### config.mk
export PLATFORM = sky130hd
export DESIGN_NAME = flash_host
export DESIGN_NICKNAME = d
export VERILOG_FILES = /design/src/rtl/flash_host_pkg.sv /design/src/rtl/flash_host.sv
export SDC_FILE = /design/constraint.sdc
export NUM_CORES = 1
export LEC_CHECK = 0
export ABC_AREA = 0
export BUFFER_PORTS_ARGS = -buffer_cell sky130_fd_sc_hd__buf_2
export CAP_MARGIN = 0
export CORE_MARGIN = 5
export CORE_UTILIZATION = 43
export DETAILED_ROUTE_END_ITERATION = 8
export PLACE_DENSITY = 0.69
export REMOVE_ABC_BUFFERS = 1
export SYNTH_ARGS = -nofsm -noshare
export SYNTH_HDL_FRONTEND = slang
export SYNTH_SLANG_ARGS = --single-unit
### constraint.sdc
create_clock -name clk_i -period 2.05 [get_ports clk_i]
set_input_delay 0.5125 -clock clk_i [delete_from_list [all_inputs] [get_ports clk_i]]
set_output_delay 0.5125 -clock clk_i [all_outputs]
set_load 0.02 [all_outputs]
### src/rtl/flash_host_pkg.sv
// Constants, types and register map for the parallel flash host controller
`default_nettype none
package flash_host_pkg;
  localparam int ADDR_W = 20; // Pin address A19..A0
  localparam int LIN_W = 21; // Linear address incl. byte bit
  localparam int DQ_W = 16; // Data lines
  localparam int BYTE_W = 8; // Lane used in byte mode
  localparam int CNT_W = 10; // Timing counter width
  // Register word offsets (byte address bits 4:2)
  localparam logic [2:0] REG_CTRL = 3'h0;
  localparam logic [2:0] REG_ADDR = 3'h1;
  localparam logic [2:0] REG_DATA = 3'h2;
  localparam logic [2:0] REG_CMD = 3'h3;
  localparam logic [2:0] REG_STATUS = 3'h4;
  // Control bits
  localparam int CTRL_BYTE = 0; // 1 = byte mode
  localparam int CTRL_PROT = 1; // Protect pin level, 0 guards boot sectors
  localparam int CTRL_ACC = 2; // Apply high program voltage
  localparam int CTRL_FAST = 3; // Use two-cycle programming
  localparam int CTRL_W = 4;
  localparam logic [CTRL_W-1:0] CTRL_RST = 4'h2; // Word mode, unprotected level
  // Status bits
  localparam int ST_BUSY = 0;
  localparam int ST_RB = 1;
  localparam int ST_ABORT = 2;
  localparam int ST_FAST = 3;
  // Commands written to REG_CMD
  localparam logic [1:0] CMD_READ = 2'h0;
  localparam logic [1:0] CMD_WRITE = 2'h1;
  localparam logic [1:0] CMD_PROG = 2'h2;
  localparam logic [1:0] CMD_RESET = 2'h3;
  // Program sequence steps
  localparam logic [1:0] STEP_UNL1 = 2'h0;
  localparam logic [1:0] STEP_UNL2 = 2'h1;
  localparam logic [1:0] STEP_SETUP = 2'h2;
  localparam logic [1:0] STEP_DATA = 2'h3;
  // Timing
  localparam int CLK_NS = 10;
  localparam int ADDRESS_ACCESS_TIME_NS = 90; // address_access_time
  localparam int T_CE_NS = 90; // Select access time, covers standby exit
  localparam int SYNC_CYC = 4; // Three flops plus the agreement stage
  localparam int T_RD_NS = (ADDRESS_ACCESS_TIME_NS > T_CE_NS) ? ADDRESS_ACCESS_TIME_NS : T_CE_NS;
  localparam int RD_CYC = (T_RD_NS + CLK_NS - 1) / CLK_NS + SYNC_CYC;

  typedef enum logic [2:0] {
    S_IDLE = 3'b000,
    S_RD = 3'b001,
    S_WR = 3'b010,
    S_WREC = 3'b011,
    S_RST = 3'b100,
    S_RH = 3'b101,
    S_RBW = 3'b110
  } host_state_e;

  // Flash control pins, all registered
  typedef struct packed {
    logic [ADDR_W-1:0] addr;
    logic ce_n;
    logic oe_n;
    logic we_n;
    logic reset_n;
    logic byte_n;
    logic protect_accel_pin;
    logic high_program_voltage;
  } flash_pins_s;
endpackage : flash_host_pkg
`default_nettype wire

### src/rtl/flash_host.sv
// Wishbone-controlled host that drives an asynchronous parallel NOR flash
//
// The register offsets and the Wishbone slave port were left to the implementer.
`default_nettype none
module flash_host
  import flash_host_pkg::*;
#(
  parameter int T_WP_NS = 50, // Write strobe low time
  parameter int T_WPH_NS = 30, // Write strobe high time
  parameter int T_RP_NS = 500, // min_reset_width
  parameter int T_RH_NS = 50, // post_reset_read_delay
  parameter logic [LIN_W-1:0] UNL1_ADDR = 21'h000AAA,
  parameter logic [LIN_W-1:0] UNL2_ADDR = 21'h000555,
  parameter logic [DQ_W-1:0] UNL1_DATA = 16'h00AA,
  parameter logic [DQ_W-1:0] UNL2_DATA = 16'h0055,
  parameter logic [DQ_W-1:0] PROG_DATA = 16'h00A0
) (
  input wire logic clk_i,
  input wire logic rst_i,
  input wire logic wb_cyc_i,
  input wire logic wb_stb_i,
  input wire logic wb_we_i,
  input wire logic [4:0] wb_adr_i,
  input wire logic [31:0] wb_dat_i,
  input wire logic [3:0] wb_sel_i,
  output logic [31:0] wb_dat_o,
  output logic wb_ack_o,
  output flash_pins_s pins_o,
  input wire logic [DQ_W-1:0] dq_i,
  output logic [DQ_W-1:0] dq_o,
  output logic [DQ_W-1:0] dq_oe_o,
  input wire logic ready_busy_out_i
);
  localparam logic [CNT_W-1:0] WP_CYC = CNT_W'((T_WP_NS + CLK_NS - 1) / CLK_NS);
  localparam logic [CNT_W-1:0] WPH_CYC = CNT_W'((T_WPH_NS + CLK_NS - 1) / CLK_NS);
  localparam logic [CNT_W-1:0] RP_CYC = CNT_W'((T_RP_NS + CLK_NS - 1) / CLK_NS);
  localparam logic [CNT_W-1:0] RH_CYC = CNT_W'((T_RH_NS + CLK_NS - 1) / CLK_NS);
  localparam logic [CNT_W-1:0] RDC = CNT_W'(RD_CYC);

  // Linear address to pins; byte bit leaves on the top data line
  function automatic logic [ADDR_W-1:0] pin_addr(input logic [LIN_W-1:0] lin,
                                                 input logic bmode);
    pin_addr = bmode ? lin[LIN_W-1:1] : lin[ADDR_W-1:0];
  endfunction : pin_addr

  // Address of a program sequence step
  function automatic logic [LIN_W-1:0] step_addr(input logic [1:0] st,
                                                 input logic [LIN_W-1:0] tgt);
    case (st)
      STEP_UNL1: step_addr = UNL1_ADDR;
      STEP_UNL2: step_addr = UNL2_ADDR;
      STEP_SETUP: step_addr = UNL1_ADDR;
      default: step_addr = tgt;
    endcase
  endfunction : step_addr

  // Data of a program sequence step
  function automatic logic [DQ_W-1:0] step_data(input logic [1:0] st,
                                                input logic [DQ_W-1:0] tgt);
    case (st)
      STEP_UNL1: step_data = UNL1_DATA;
      STEP_UNL2: step_data = UNL2_DATA;
      STEP_SETUP: step_data = PROG_DATA;
      default: step_data = tgt;
    endcase
  endfunction : step_data

  // Pin synchronisers, three stages each
  logic [DQ_W-1:0] dq_s1_reg, dq_s2_reg, dq_s3_reg, dq_reg; // Data input chain
  logic rb_s1_reg, rb_s2_reg, rb_s3_reg, rb_reg; // Ready/busy chain

  // Controller state
  host_state_e state_reg, state_next; // Pin sequencer
  logic [CNT_W-1:0] cnt_reg, cnt_next; // Timing countdown
  logic [1:0] step_reg, step_next; // Sequence step
  logic [CTRL_W-1:0] ctrl_reg, ctrl_next; // Mode control
  logic [LIN_W-1:0] addr_reg, addr_next; // Target address
  logic [DQ_W-1:0] wdata_reg, wdata_next; // Write data
  logic [DQ_W-1:0] rdata_reg, rdata_next; // Last read data
  logic abort_reg, abort_next; // Reset hit a busy device
  flash_pins_s pins_reg, pins_next; // Registered pin levels
  logic [DQ_W-1:0] dqo_reg, dqo_next; // Data lines out
  logic [DQ_W-1:0] dqoe_reg, dqoe_next; // Data lines enable
  logic ack_reg, ack_next; // Bus acknowledge
  logic [31:0] dat_reg, dat_next; // Bus read data

  logic wb_req; // New bus access this cycle
  logic wb_wr; // New bus write
  logic bmode; // Byte mode in effect
  logic fast; // Two-cycle programming in effect
  logic [DQ_W-1:0] drive_lo; // Enables that put write data out
  logic [LIN_W-1:0] saddr; // Address of the step being launched
  logic [DQ_W-1:0] sdata; // Data of the step being launched

  assign wb_req = wb_cyc_i & wb_stb_i & ~ack_reg;
  assign wb_wr = wb_req & wb_we_i & wb_sel_i[0];
  assign bmode = ctrl_reg[CTRL_BYTE];
  assign fast = ctrl_reg[CTRL_FAST] | ctrl_reg[CTRL_ACC];
  // Byte mode drives only the low lane with data; DQ14..DQ8 stay floated
  assign drive_lo = bmode ? {{(DQ_W-BYTE_W){1'b0}}, {BYTE_W{1'b1}}} : {DQ_W{1'b1}};

  // Input synchronisers; a change counts once stages two and three agree
  always_ff @(posedge clk_i)
  begin
    dq_s1_reg <= dq_i;
    dq_s2_reg <= dq_s1_reg;
    dq_s3_reg <= dq_s2_reg;
    rb_s1_reg <= ready_busy_out_i;
    rb_s2_reg <= rb_s1_reg;
    rb_s3_reg <= rb_s2_reg;
    if (rst_i)
    begin
      dq_reg <= '0;
      rb_reg <= 1'b0;
    end
    else
    begin
      dq_reg <= (dq_s2_reg & dq_s3_reg) | (dq_reg & (dq_s2_reg ^ dq_s3_reg));
      if (rb_s2_reg == rb_s3_reg)
      begin
        rb_reg <= rb_s3_reg;
      end
    end
  end

  // Next-state logic for bus slave and pin sequencer
  always_comb
  begin
    state_next = state_reg;
    cnt_next = cnt_reg;
    step_next = step_reg;
    ctrl_next = ctrl_reg;
    addr_next = addr_reg;
    wdata_next = wdata_reg;
    rdata_next = rdata_reg;
    abort_next = abort_reg;
    pins_next = pins_reg;
    dqo_next = dqo_reg;
    dqoe_next = dqoe_reg;
    ack_next = wb_req;
    dat_next = dat_reg;
    // Static pin levels follow control
    pins_next.byte_n = ~ctrl_reg[CTRL_BYTE];
    pins_next.protect_accel_pin = ctrl_reg[CTRL_PROT];
    pins_next.high_program_voltage = ctrl_reg[CTRL_ACC];
    saddr = '0;
    sdata = '0;
    // Byte mode: top line is the A-1 input, held as launched through a write
    dqo_next[DQ_W-1] = (bmode && state_reg != S_WR && state_reg != S_WREC) ?
                       addr_reg[0] : dqo_reg[DQ_W-1];
    dqoe_next[DQ_W-1] = bmode | dqoe_reg[DQ_W-1] & (state_reg == S_WR || state_reg == S_WREC);

    // Register reads
    if (wb_req & ~wb_we_i)
    begin
      case (wb_adr_i[4:2])
        REG_CTRL: dat_next = {{(32-CTRL_W){1'b0}}, ctrl_reg};
        REG_ADDR: dat_next = {{(32-LIN_W){1'b0}}, addr_reg};
        REG_DATA: dat_next = {{(32-DQ_W){1'b0}}, rdata_reg};
        REG_STATUS: dat_next = {28'h0, fast, abort_reg, rb_reg, state_reg != S_IDLE};
        default: dat_next = 32'h0; // Unmapped reads as zero
      endcase
    end

    case (state_reg)
      S_IDLE:
      begin
        // Deselected: device in standby with outputs floated
        pins_next.ce_n = 1'b1;
        pins_next.oe_n = 1'b1;
        pins_next.we_n = 1'b1;
        // Settings only change between cycles
        if (wb_wr && wb_adr_i[4:2] == REG_CTRL)
        begin
          ctrl_next = wb_dat_i[CTRL_W-1:0];
        end
        if (wb_wr && wb_adr_i[4:2] == REG_ADDR)
        begin
          addr_next = wb_dat_i[LIN_W-1:0];
        end
        if (wb_wr && wb_adr_i[4:2] == REG_DATA)
        begin
          wdata_next = wb_dat_i[DQ_W-1:0];
        end
        if (wb_wr && wb_adr_i[4:2] == REG_CMD)
        begin
          case (wb_dat_i[1:0])
            CMD_READ:
            begin
              // Plain array, status or ID read: select and enable low
              pins_next.addr = pin_addr(addr_reg, bmode);
              pins_next.ce_n = 1'b0;
              pins_next.oe_n = 1'b0;
              cnt_next = RDC;
              state_next = S_RD;
            end
            CMD_RESET:
            begin
              pins_next.reset_n = 1'b0;
              abort_next = ~rb_reg;
              cnt_next = RP_CYC;
              state_next = S_RST;
            end
            default:
            begin
              // Single write, or a full or fast program sequence
              step_next = (wb_dat_i[1:0] == CMD_WRITE) ? STEP_DATA :
                          (fast ? STEP_SETUP : STEP_UNL1);
              saddr = step_addr(step_next, addr_reg);
              sdata = step_data(step_next, wdata_reg);
              pins_next.addr = pin_addr(saddr, bmode);
              // Byte mode: A-1 follows each step's own address
              dqo_next = bmode ? {saddr[0], sdata[DQ_W-2:0]} : sdata;
              dqoe_next = drive_lo | {bmode, {(DQ_W-1){1'b0}}};
              pins_next.ce_n = 1'b0;
              pins_next.we_n = 1'b0;
              cnt_next = WP_CYC;
              state_next = S_WR;
            end
          endcase
        end
      end
      S_RD:
      begin
        if (cnt_reg == '0)
        begin
          // Only the low lane is valid in byte mode
          rdata_next = dq_reg & drive_lo;
          pins_next.ce_n = 1'b1;
          pins_next.oe_n = 1'b1;
          state_next = S_IDLE;
        end
        else
        begin
          cnt_next = cnt_reg - 1'b1;
        end
      end
      S_WR:
      begin
        if (cnt_reg == '0)
        begin
          // Rising strobe latches the command cycle
          pins_next.we_n = 1'b1;
          pins_next.ce_n = 1'b1;
          cnt_next = WPH_CYC;
          state_next = S_WREC;
        end
        else
        begin
          cnt_next = cnt_reg - 1'b1;
        end
      end
      S_WREC:
      begin
        if (cnt_reg != '0)
        begin
          cnt_next = cnt_reg - 1'b1;
        end
        else if (step_reg == STEP_DATA)
        begin
          // Data held through strobe-high time, then released
          dqoe_next = {bmode, {(DQ_W-1){1'b0}}};
          state_next = S_IDLE;
        end
        else
        begin
          step_next = step_reg + 1'b1;
          saddr = step_addr(step_next, addr_reg);
          sdata = step_data(step_next, wdata_reg);
          pins_next.addr = pin_addr(saddr, bmode);
          dqo_next = bmode ? {saddr[0], sdata[DQ_W-2:0]} : sdata;
          pins_next.ce_n = 1'b0;
          pins_next.we_n = 1'b0;
          cnt_next = WP_CYC;
          state_next = S_WR;
        end
      end
      S_RST:
      begin
        // Held low for the least reset width
        if (cnt_reg == '0)
        begin
          pins_next.reset_n = 1'b1;
          cnt_next = RH_CYC;
          state_next = S_RH;
        end
        else
        begin
          cnt_next = cnt_reg - 1'b1;
        end
      end
      S_RH:
      begin
        // No access before the post-reset delay
        if (cnt_reg == '0)
        begin
          state_next = S_RBW;
        end
        else
        begin
          cnt_next = cnt_reg - 1'b1;
        end
      end
      S_RBW:
      begin
        // Aborted program or erase holds busy low until internal reset ends
        if (rb_reg)
        begin
          state_next = S_IDLE;
        end
      end
      default:
      begin
        state_next = S_IDLE;
      end
    endcase
  end

  // State registers
  always_ff @(posedge clk_i)
  begin
    if (rst_i)
    begin
      state_reg <= S_IDLE;
      cnt_reg <= '0;
      step_reg <= STEP_UNL1;
      ctrl_reg <= CTRL_RST;
      addr_reg <= '0;
      wdata_reg <= '0;
      rdata_reg <= '0;
      abort_reg <= 1'b0;
      pins_reg <= '{addr: '0, ce_n: 1'b1, oe_n: 1'b1, we_n: 1'b1, reset_n: 1'b1,
                    byte_n: 1'b1, protect_accel_pin: 1'b1, high_program_voltage: 1'b0};
      dqo_reg <= '0;
      dqoe_reg <= '0;
      ack_reg <= 1'b0;
      dat_reg <= '0;
    end
    else
    begin
      state_reg <= state_next;
      cnt_reg <= cnt_next;
      step_reg <= step_next;
      ctrl_reg <= ctrl_next;
      addr_reg <= addr_next;
      wdata_reg <= wdata_next;
      rdata_reg <= rdata_next;
      abort_reg <= abort_next;
      pins_reg <= pins_next;
      dqo_reg <= dqo_next;
      dqoe_reg <= dqoe_next;
      ack_reg <= ack_next;
      dat_reg <= dat_next;
    end
  end

  assign pins_o = pins_reg;
  assign dq_o = dqo_reg;
  assign dq_oe_o = dqoe_reg;
  assign wb_ack_o = ack_reg;
  assign wb_dat_o = dat_reg;
endmodule : flash_host
`default_nettype wire

# After elaboration in Yosys (flattened, before gate mapping)
# Index checks and enable logic that the tools add are counted.
dict set report totals {
  ff_bits 233
  out_inout_bits 92
  elab_cells 186
}
dict set report classes {
  add_sub_neg 2
  n_eq_ne 34
  mux 63
  n_bitwise 18
  n_reduce_logical 39
}
# cell count
set op_table {}
lappend op_table {{2-to-1 mux 16 bit} 11}
lappend op_table {{case mux 21 bit (2 select lines)} 3}
lappend op_table {{case mux 16 bit (3 select lines)} 2}
lappend op_table {{case mux 21 bit (4 select lines)} 1}
lappend op_table {{case mux 16 bit (2 select lines)} 2}
lappend op_table {{2-to-1 mux 10 bit} 6}
lappend op_table {{2-to-1 mux 20 bit} 3}
lappend op_table {{case mux 10 bit (5 select lines)} 1}
lappend op_table {{AND 16 bit} 3}
lappend op_table {{2-to-1 mux 21 bit} 2}
lappend op_table {{case mux 20 bit (2 select lines)} 1}
lappend op_table {{bitwise OR 16 bit} 2}
lappend op_table {{2-to-1 mux 24 bit} 1}
lappend op_table {{2-to-1 mux 3 bit} 7}
lappend op_table {{case mux 3 bit (7 select lines)} 1}
lappend op_table {{!= test 2 bit, second input constant} 10}
lappend op_table {{AND reduction 5 bit} 4}
lappend op_table {{2-to-1 mux 2 bit} 8}
lappend op_table {{bitwise XOR 16 bit} 1}
lappend op_table {{equality test 3 x 2 -> 1 bit, second input constant} 4}
lappend op_table {{equality test 3 bit, second input constant} 4}
lappend op_table {{case mux 6 bit (2 select lines)} 1}
lappend op_table {{AND reduction 4 bit} 3}
lappend op_table {{zero test 10 bit} 1}
lappend op_table {{other kinds (31)} 74}

# Longest topological paths before layout
dict set report logic_depth {
  ltp_word 10
  mapped_depth 9
}

# Least setup slack after synthesis
# No wires, ideal clock.
dict set report synth_timing {
  path_type {flip-flop to flip-flop}
  from {register cnt_reg[0]}
  to {register state_reg[0]}
  setup_time_ps 70
  t_arrival_ps 2093
  required_time_ps 1980
  setup_slack_ps -113
  path_stages_with_launch 8
  path_buffers 0
  synth_period_minus_slack_ps 2163
  path_cell_list {dfxtp_1 > inv_1 > ha_1 > or4b_4 > nor3_4 > nor2_2 > or4_1 > a21oi_1}
}
dict set report synth_between {
  elab_chain_cells 3
  elab_cells_between_ends 8
}
# element line_no
set synth_rtl {}
lappend synth_rtl {{start: declaration} flash_host.sv:74} ;# logic [CNT_W-1:0] cnt_reg, cnt_next;
lappend synth_rtl {{start signal: assignment} flash_host.sv:342} ;# cnt_reg <= cnt_next;
lappend synth_rtl {{zero test 10 bit or nonzero test 10 bit (tied branches)} -}
lappend synth_rtl {{!= test 2 bit (no source line) or != test 2 x 1 -> 1 bit (tied branches)} -}
lappend synth_rtl {{AND reduction 7 bit (no source line) (*)} -}
lappend synth_rtl {{end signal: assignment} flash_host.sv:341} ;# state_reg <= state_next;
lappend synth_rtl {{end: declaration} flash_host.sv:73} ;# host_state_e state_reg, state_next;
# Mark *: on every way between the ends. The rest lies on a longest branch, timed or not.
# A chain may end at the register's enable or synchronous reset.

# Final worst setup path
dict set report layout_timing {
  from {register state_reg[2]}
  to {register pins_reg, in the netlist pins_o[24]}
}
dict set report layout_between {
  elab_chain_cells 3
  elab_cells_between_ends 9
}
# element line_no
set layout_rtl {}
lappend layout_rtl {{equality test 3 x 2 -> 1 bit or zero test 3 bit (tied branches)} flash_host.sv:165} ;# case (state_reg)
lappend layout_rtl {{!= test 2 bit (no source line) or nonzero test 2 bit (tied branches)} -}
lappend layout_rtl {{AND reduction 5 bit (no source line)} -}
lappend layout_rtl {{end signal: assignment} flash_host.sv:332} ;# pins_reg <= '{addr: '0, ce_n: 1'b1, oe_n: 1'b1, we_n: 1'b1, reset_n: 1'b1,
lappend layout_rtl {{end signal: assignment} flash_host.sv:349} ;# pins_reg <= pins_next;
lappend layout_rtl {{end: declaration} flash_host.sv:81} ;# flash_pins_s pins_reg, pins_next;
# Several ways; a longest one is shown, not always the timed one.

==> run metrics <==
critical path launch point type=register; GR Layer Usage met3=3.31%; top cell type's share of synthesized area=between 40% and 50%; Ports=155; internal power=~7.6 mW; switch share=25.5%; most common cell after layout, fill and taps aside=dfxtp_1; largest area contributor in the netlist=dfxtp_1; row cnt=52; core footprint=just over 20,000 sq um; CTS Buf Count=22; GR Overflow Total=0; total power=~10 mW; Die H=about 150 um; Post-synth EDFFs=0; CP max FO=8; FMAX=approximately 0.48 GHz; pin count of the biggest net entering global routing=42; Root Buffer=clkbuf_16; FF+latch count, synth=209; top cells by area, synth=dfxtp_1, a21oi_1, nand2_1; die area=23,500 sq um; final worst path period share=102%; initial antenna violation count=1; sequential share of power=approximately two fifths; met1 Usage GRT=27.0%; Pre-antenna DRT Iters=5; vias=8,066; Yosys cell types=68; DRC viols=0; Synth Flop Type=dfxtp_1; Total Nets Final=1,313; Post-Layout Cell Count=roughly 1,500; Final Hold Fails=0; clock slew at reported path FFs=about 0.06 ns; Starting Density=43.7%; first-pass GRT wire length=between 30,000 and 40,000 um; Logic pwr share=about 16%; commonest non-fill, non-tap cells in the layout=dfxtp_1, a21oi_1, nand2_1; unrepaired setup endpoints after global routing=true; power per cell area=about 870 nW/um^2; fin util=57.8%; Net Sw Power=between 2 and 3 mW; status=complete, but fails checks; post-layout min period=about 2.1 ns; Reg2Reg Setup Slack=-0.04 ns; Clock Skew=0.0156 ns; maxcap violations=0; initial DRC count=roughly 650; Layout fillers=roughly 1,800; slew of the pin with the lowest slew margin=about 0.52 ns; Clock Tree Buf Depth=3; vias per cell=5.35; clock power share=between 40% and 50%; failing checks=setup timing; Worst-Skew Late Latency=between 0.5 and 0.6 ns; layout cell share with drive strength beyond 1=29.7%; routability cong.=about 0.90; placed cell count=about 1,400; Setup-failing EPs final=2; Syn Inst Count=between 1,000 and 1,500; crit end category=register; dpl cell area=roughly 10,000 sq um; Setup WS pre-CTS=-0.173 ns; Syn Area/Cell=about 8.6 sq um; Arrival @ worst endpoint=2.51 ns; Worst Hold Class=in2reg; total wire length=roughly 26,000 um; GR peak layer=met2; Hold-fix buffers, CTS=0; CP Class=reg2reg; Ys Warns=0; Design Area, Final=11,700 sq um; vias in the first global route=around 7,600; Synth Cell Area=~8800 sq um; CTS tree=done; max reg flops=27; Post-DP HPWL=17,900 um; PortBufs=approximately 130; die width=153 um; H-Tree Depth=1; ys async rst share=0%; Leak=4.81 nW; WL per Instance=~17 um; Max transition margin=roughly two thirds; sequential area share after synthesis=roughly 47%; Clock Sinks=between 200 and 250; Worst IR Drop VDD=roughly 0.67 mV; post-route ant nets=0; Total GRT Usage=around 20%; met2 Usage GRT=roughly a third; area grow syn2layout=32.3%; Slew Limit Fails=0; Required @ worst endpoint=between 2 and 2.5 ns; Worst Slack Setup Final=-0.0419 ns
[cells in the mapped netlist (10+ instances only)]
library cell	count
a211oi_1	21
a21oi_1	151
a22oi_1	13
a31oi_1	10
buf_4	25
clkbuf_1	56
dfxtp_1	209
ha_1	29
inv_1	18
mux2i_1	22
nand2_1	137
nand2b_1	10
nand3_1	21
nor2_1	91
nor2b_1	12
nor3_1	28
nor3b_1	10
o21ai_0	34
[metal layers]
metal,vias up,wire length (um)
li1,3983,-
met1,3781,11500
met2,246,12300
met3,56,1530
met4,0,835
met5,-,0
[layout make-up]
| cell class | instances | area, sq um | area share (%) |
|---|---|---|---|
| timing repair buffer | 248 | 1780 | 15.2 |
| tap | 270 | 338 | 2.89 |
| clock inverter | 12 | 170 | 1.46 |
| multi-input combinational | 721 | 4520 | 38.6 |
| antenna | 1 | 2.50 | 0.0214 |
| clock buffer | 28 | 624 | 5.34 |
| sequential | 209 | 4190 | 35.8 |
| inverter | 19 | 71.3 | 0.610 |
[logic make-up (layout without fill, tap and decap cells)]
group	Yosys count	after routing	share of synthesized area (%)
flip-flops	209	209	47.3
XOR/XNOR	1	1	0.0991
adder cells (fa/ha/maj)	29	29	4.11
AO/OA/AOI/OAI	293	293	20.3
multiplexers	24	24	2.75
buffers and inverters	111	307	5.85
AND/OR/NAND/NOR	363	363	19.5
other	1	12	0.0424
[worst max-delay path, stage by stage, from the launching register on]
cell and delay (ns):
dfxtp_2 0.32, or3_4 0.42, or4_4 0.51, a21oi_4 0.20, buf_12 0.16, nand3_4 0.09, buf_12 0.19, o2bb2ai_2 0.13
[power groups by stage]
| stage | Sequential, mW | Clock, mW | Combinational, mW |
|---|---|---|---|
| global placement | 4.32 | 0 | 1.36 |
| CTS | 4.24 | 4.37 | 1.47 |
| detailed placement | 4.33 | 0 | 1.38 |
| floorplan | 4.36 | 0 | 0.680 |
| finish | 4.24 | 4.31 | 1.67 |
| global route | 4.25 | 4.58 | 1.80 |
[metrics by stage]
stage	hold slack [ns]	TNS [ns]
detailed placement	0.312	-5.21
finish	0.106	-0.0710
floorplan	0.310	-16.23
CTS	0.0911	-0.0375
global route	0.0939	-1.38
global placement	0.310	-3.16
[path summary, 6_finish.rpt]
path	startpoint	endpoint	cells past startpoint
worst min register to register	dq_s1_reg[15]$_DFF_P_	dq_s2_reg[15]$_DFF_P_	0
worst max-delay path	state_reg[2]$_SDFFE_PP0P_	pins_o[24]$_SDFFE_PP0P_	7
worst max register to register	state_reg[2]$_SDFFE_PP0P_	pins_o[24]$_SDFFE_PP0P_	7
worst min-delay path	dq_i[3]	dq_s1_reg[3]$_DFF_P_	1
[what timing repair did]
action / CTS / global route
pin swaps: 14 / 40
buffers inserted: 6 / 10
endpoints found under the setup margin: 43 / 60
gates cloned: 0 / 6
resized for setup: 17 / 75
(Power assumes the default switching activity.)
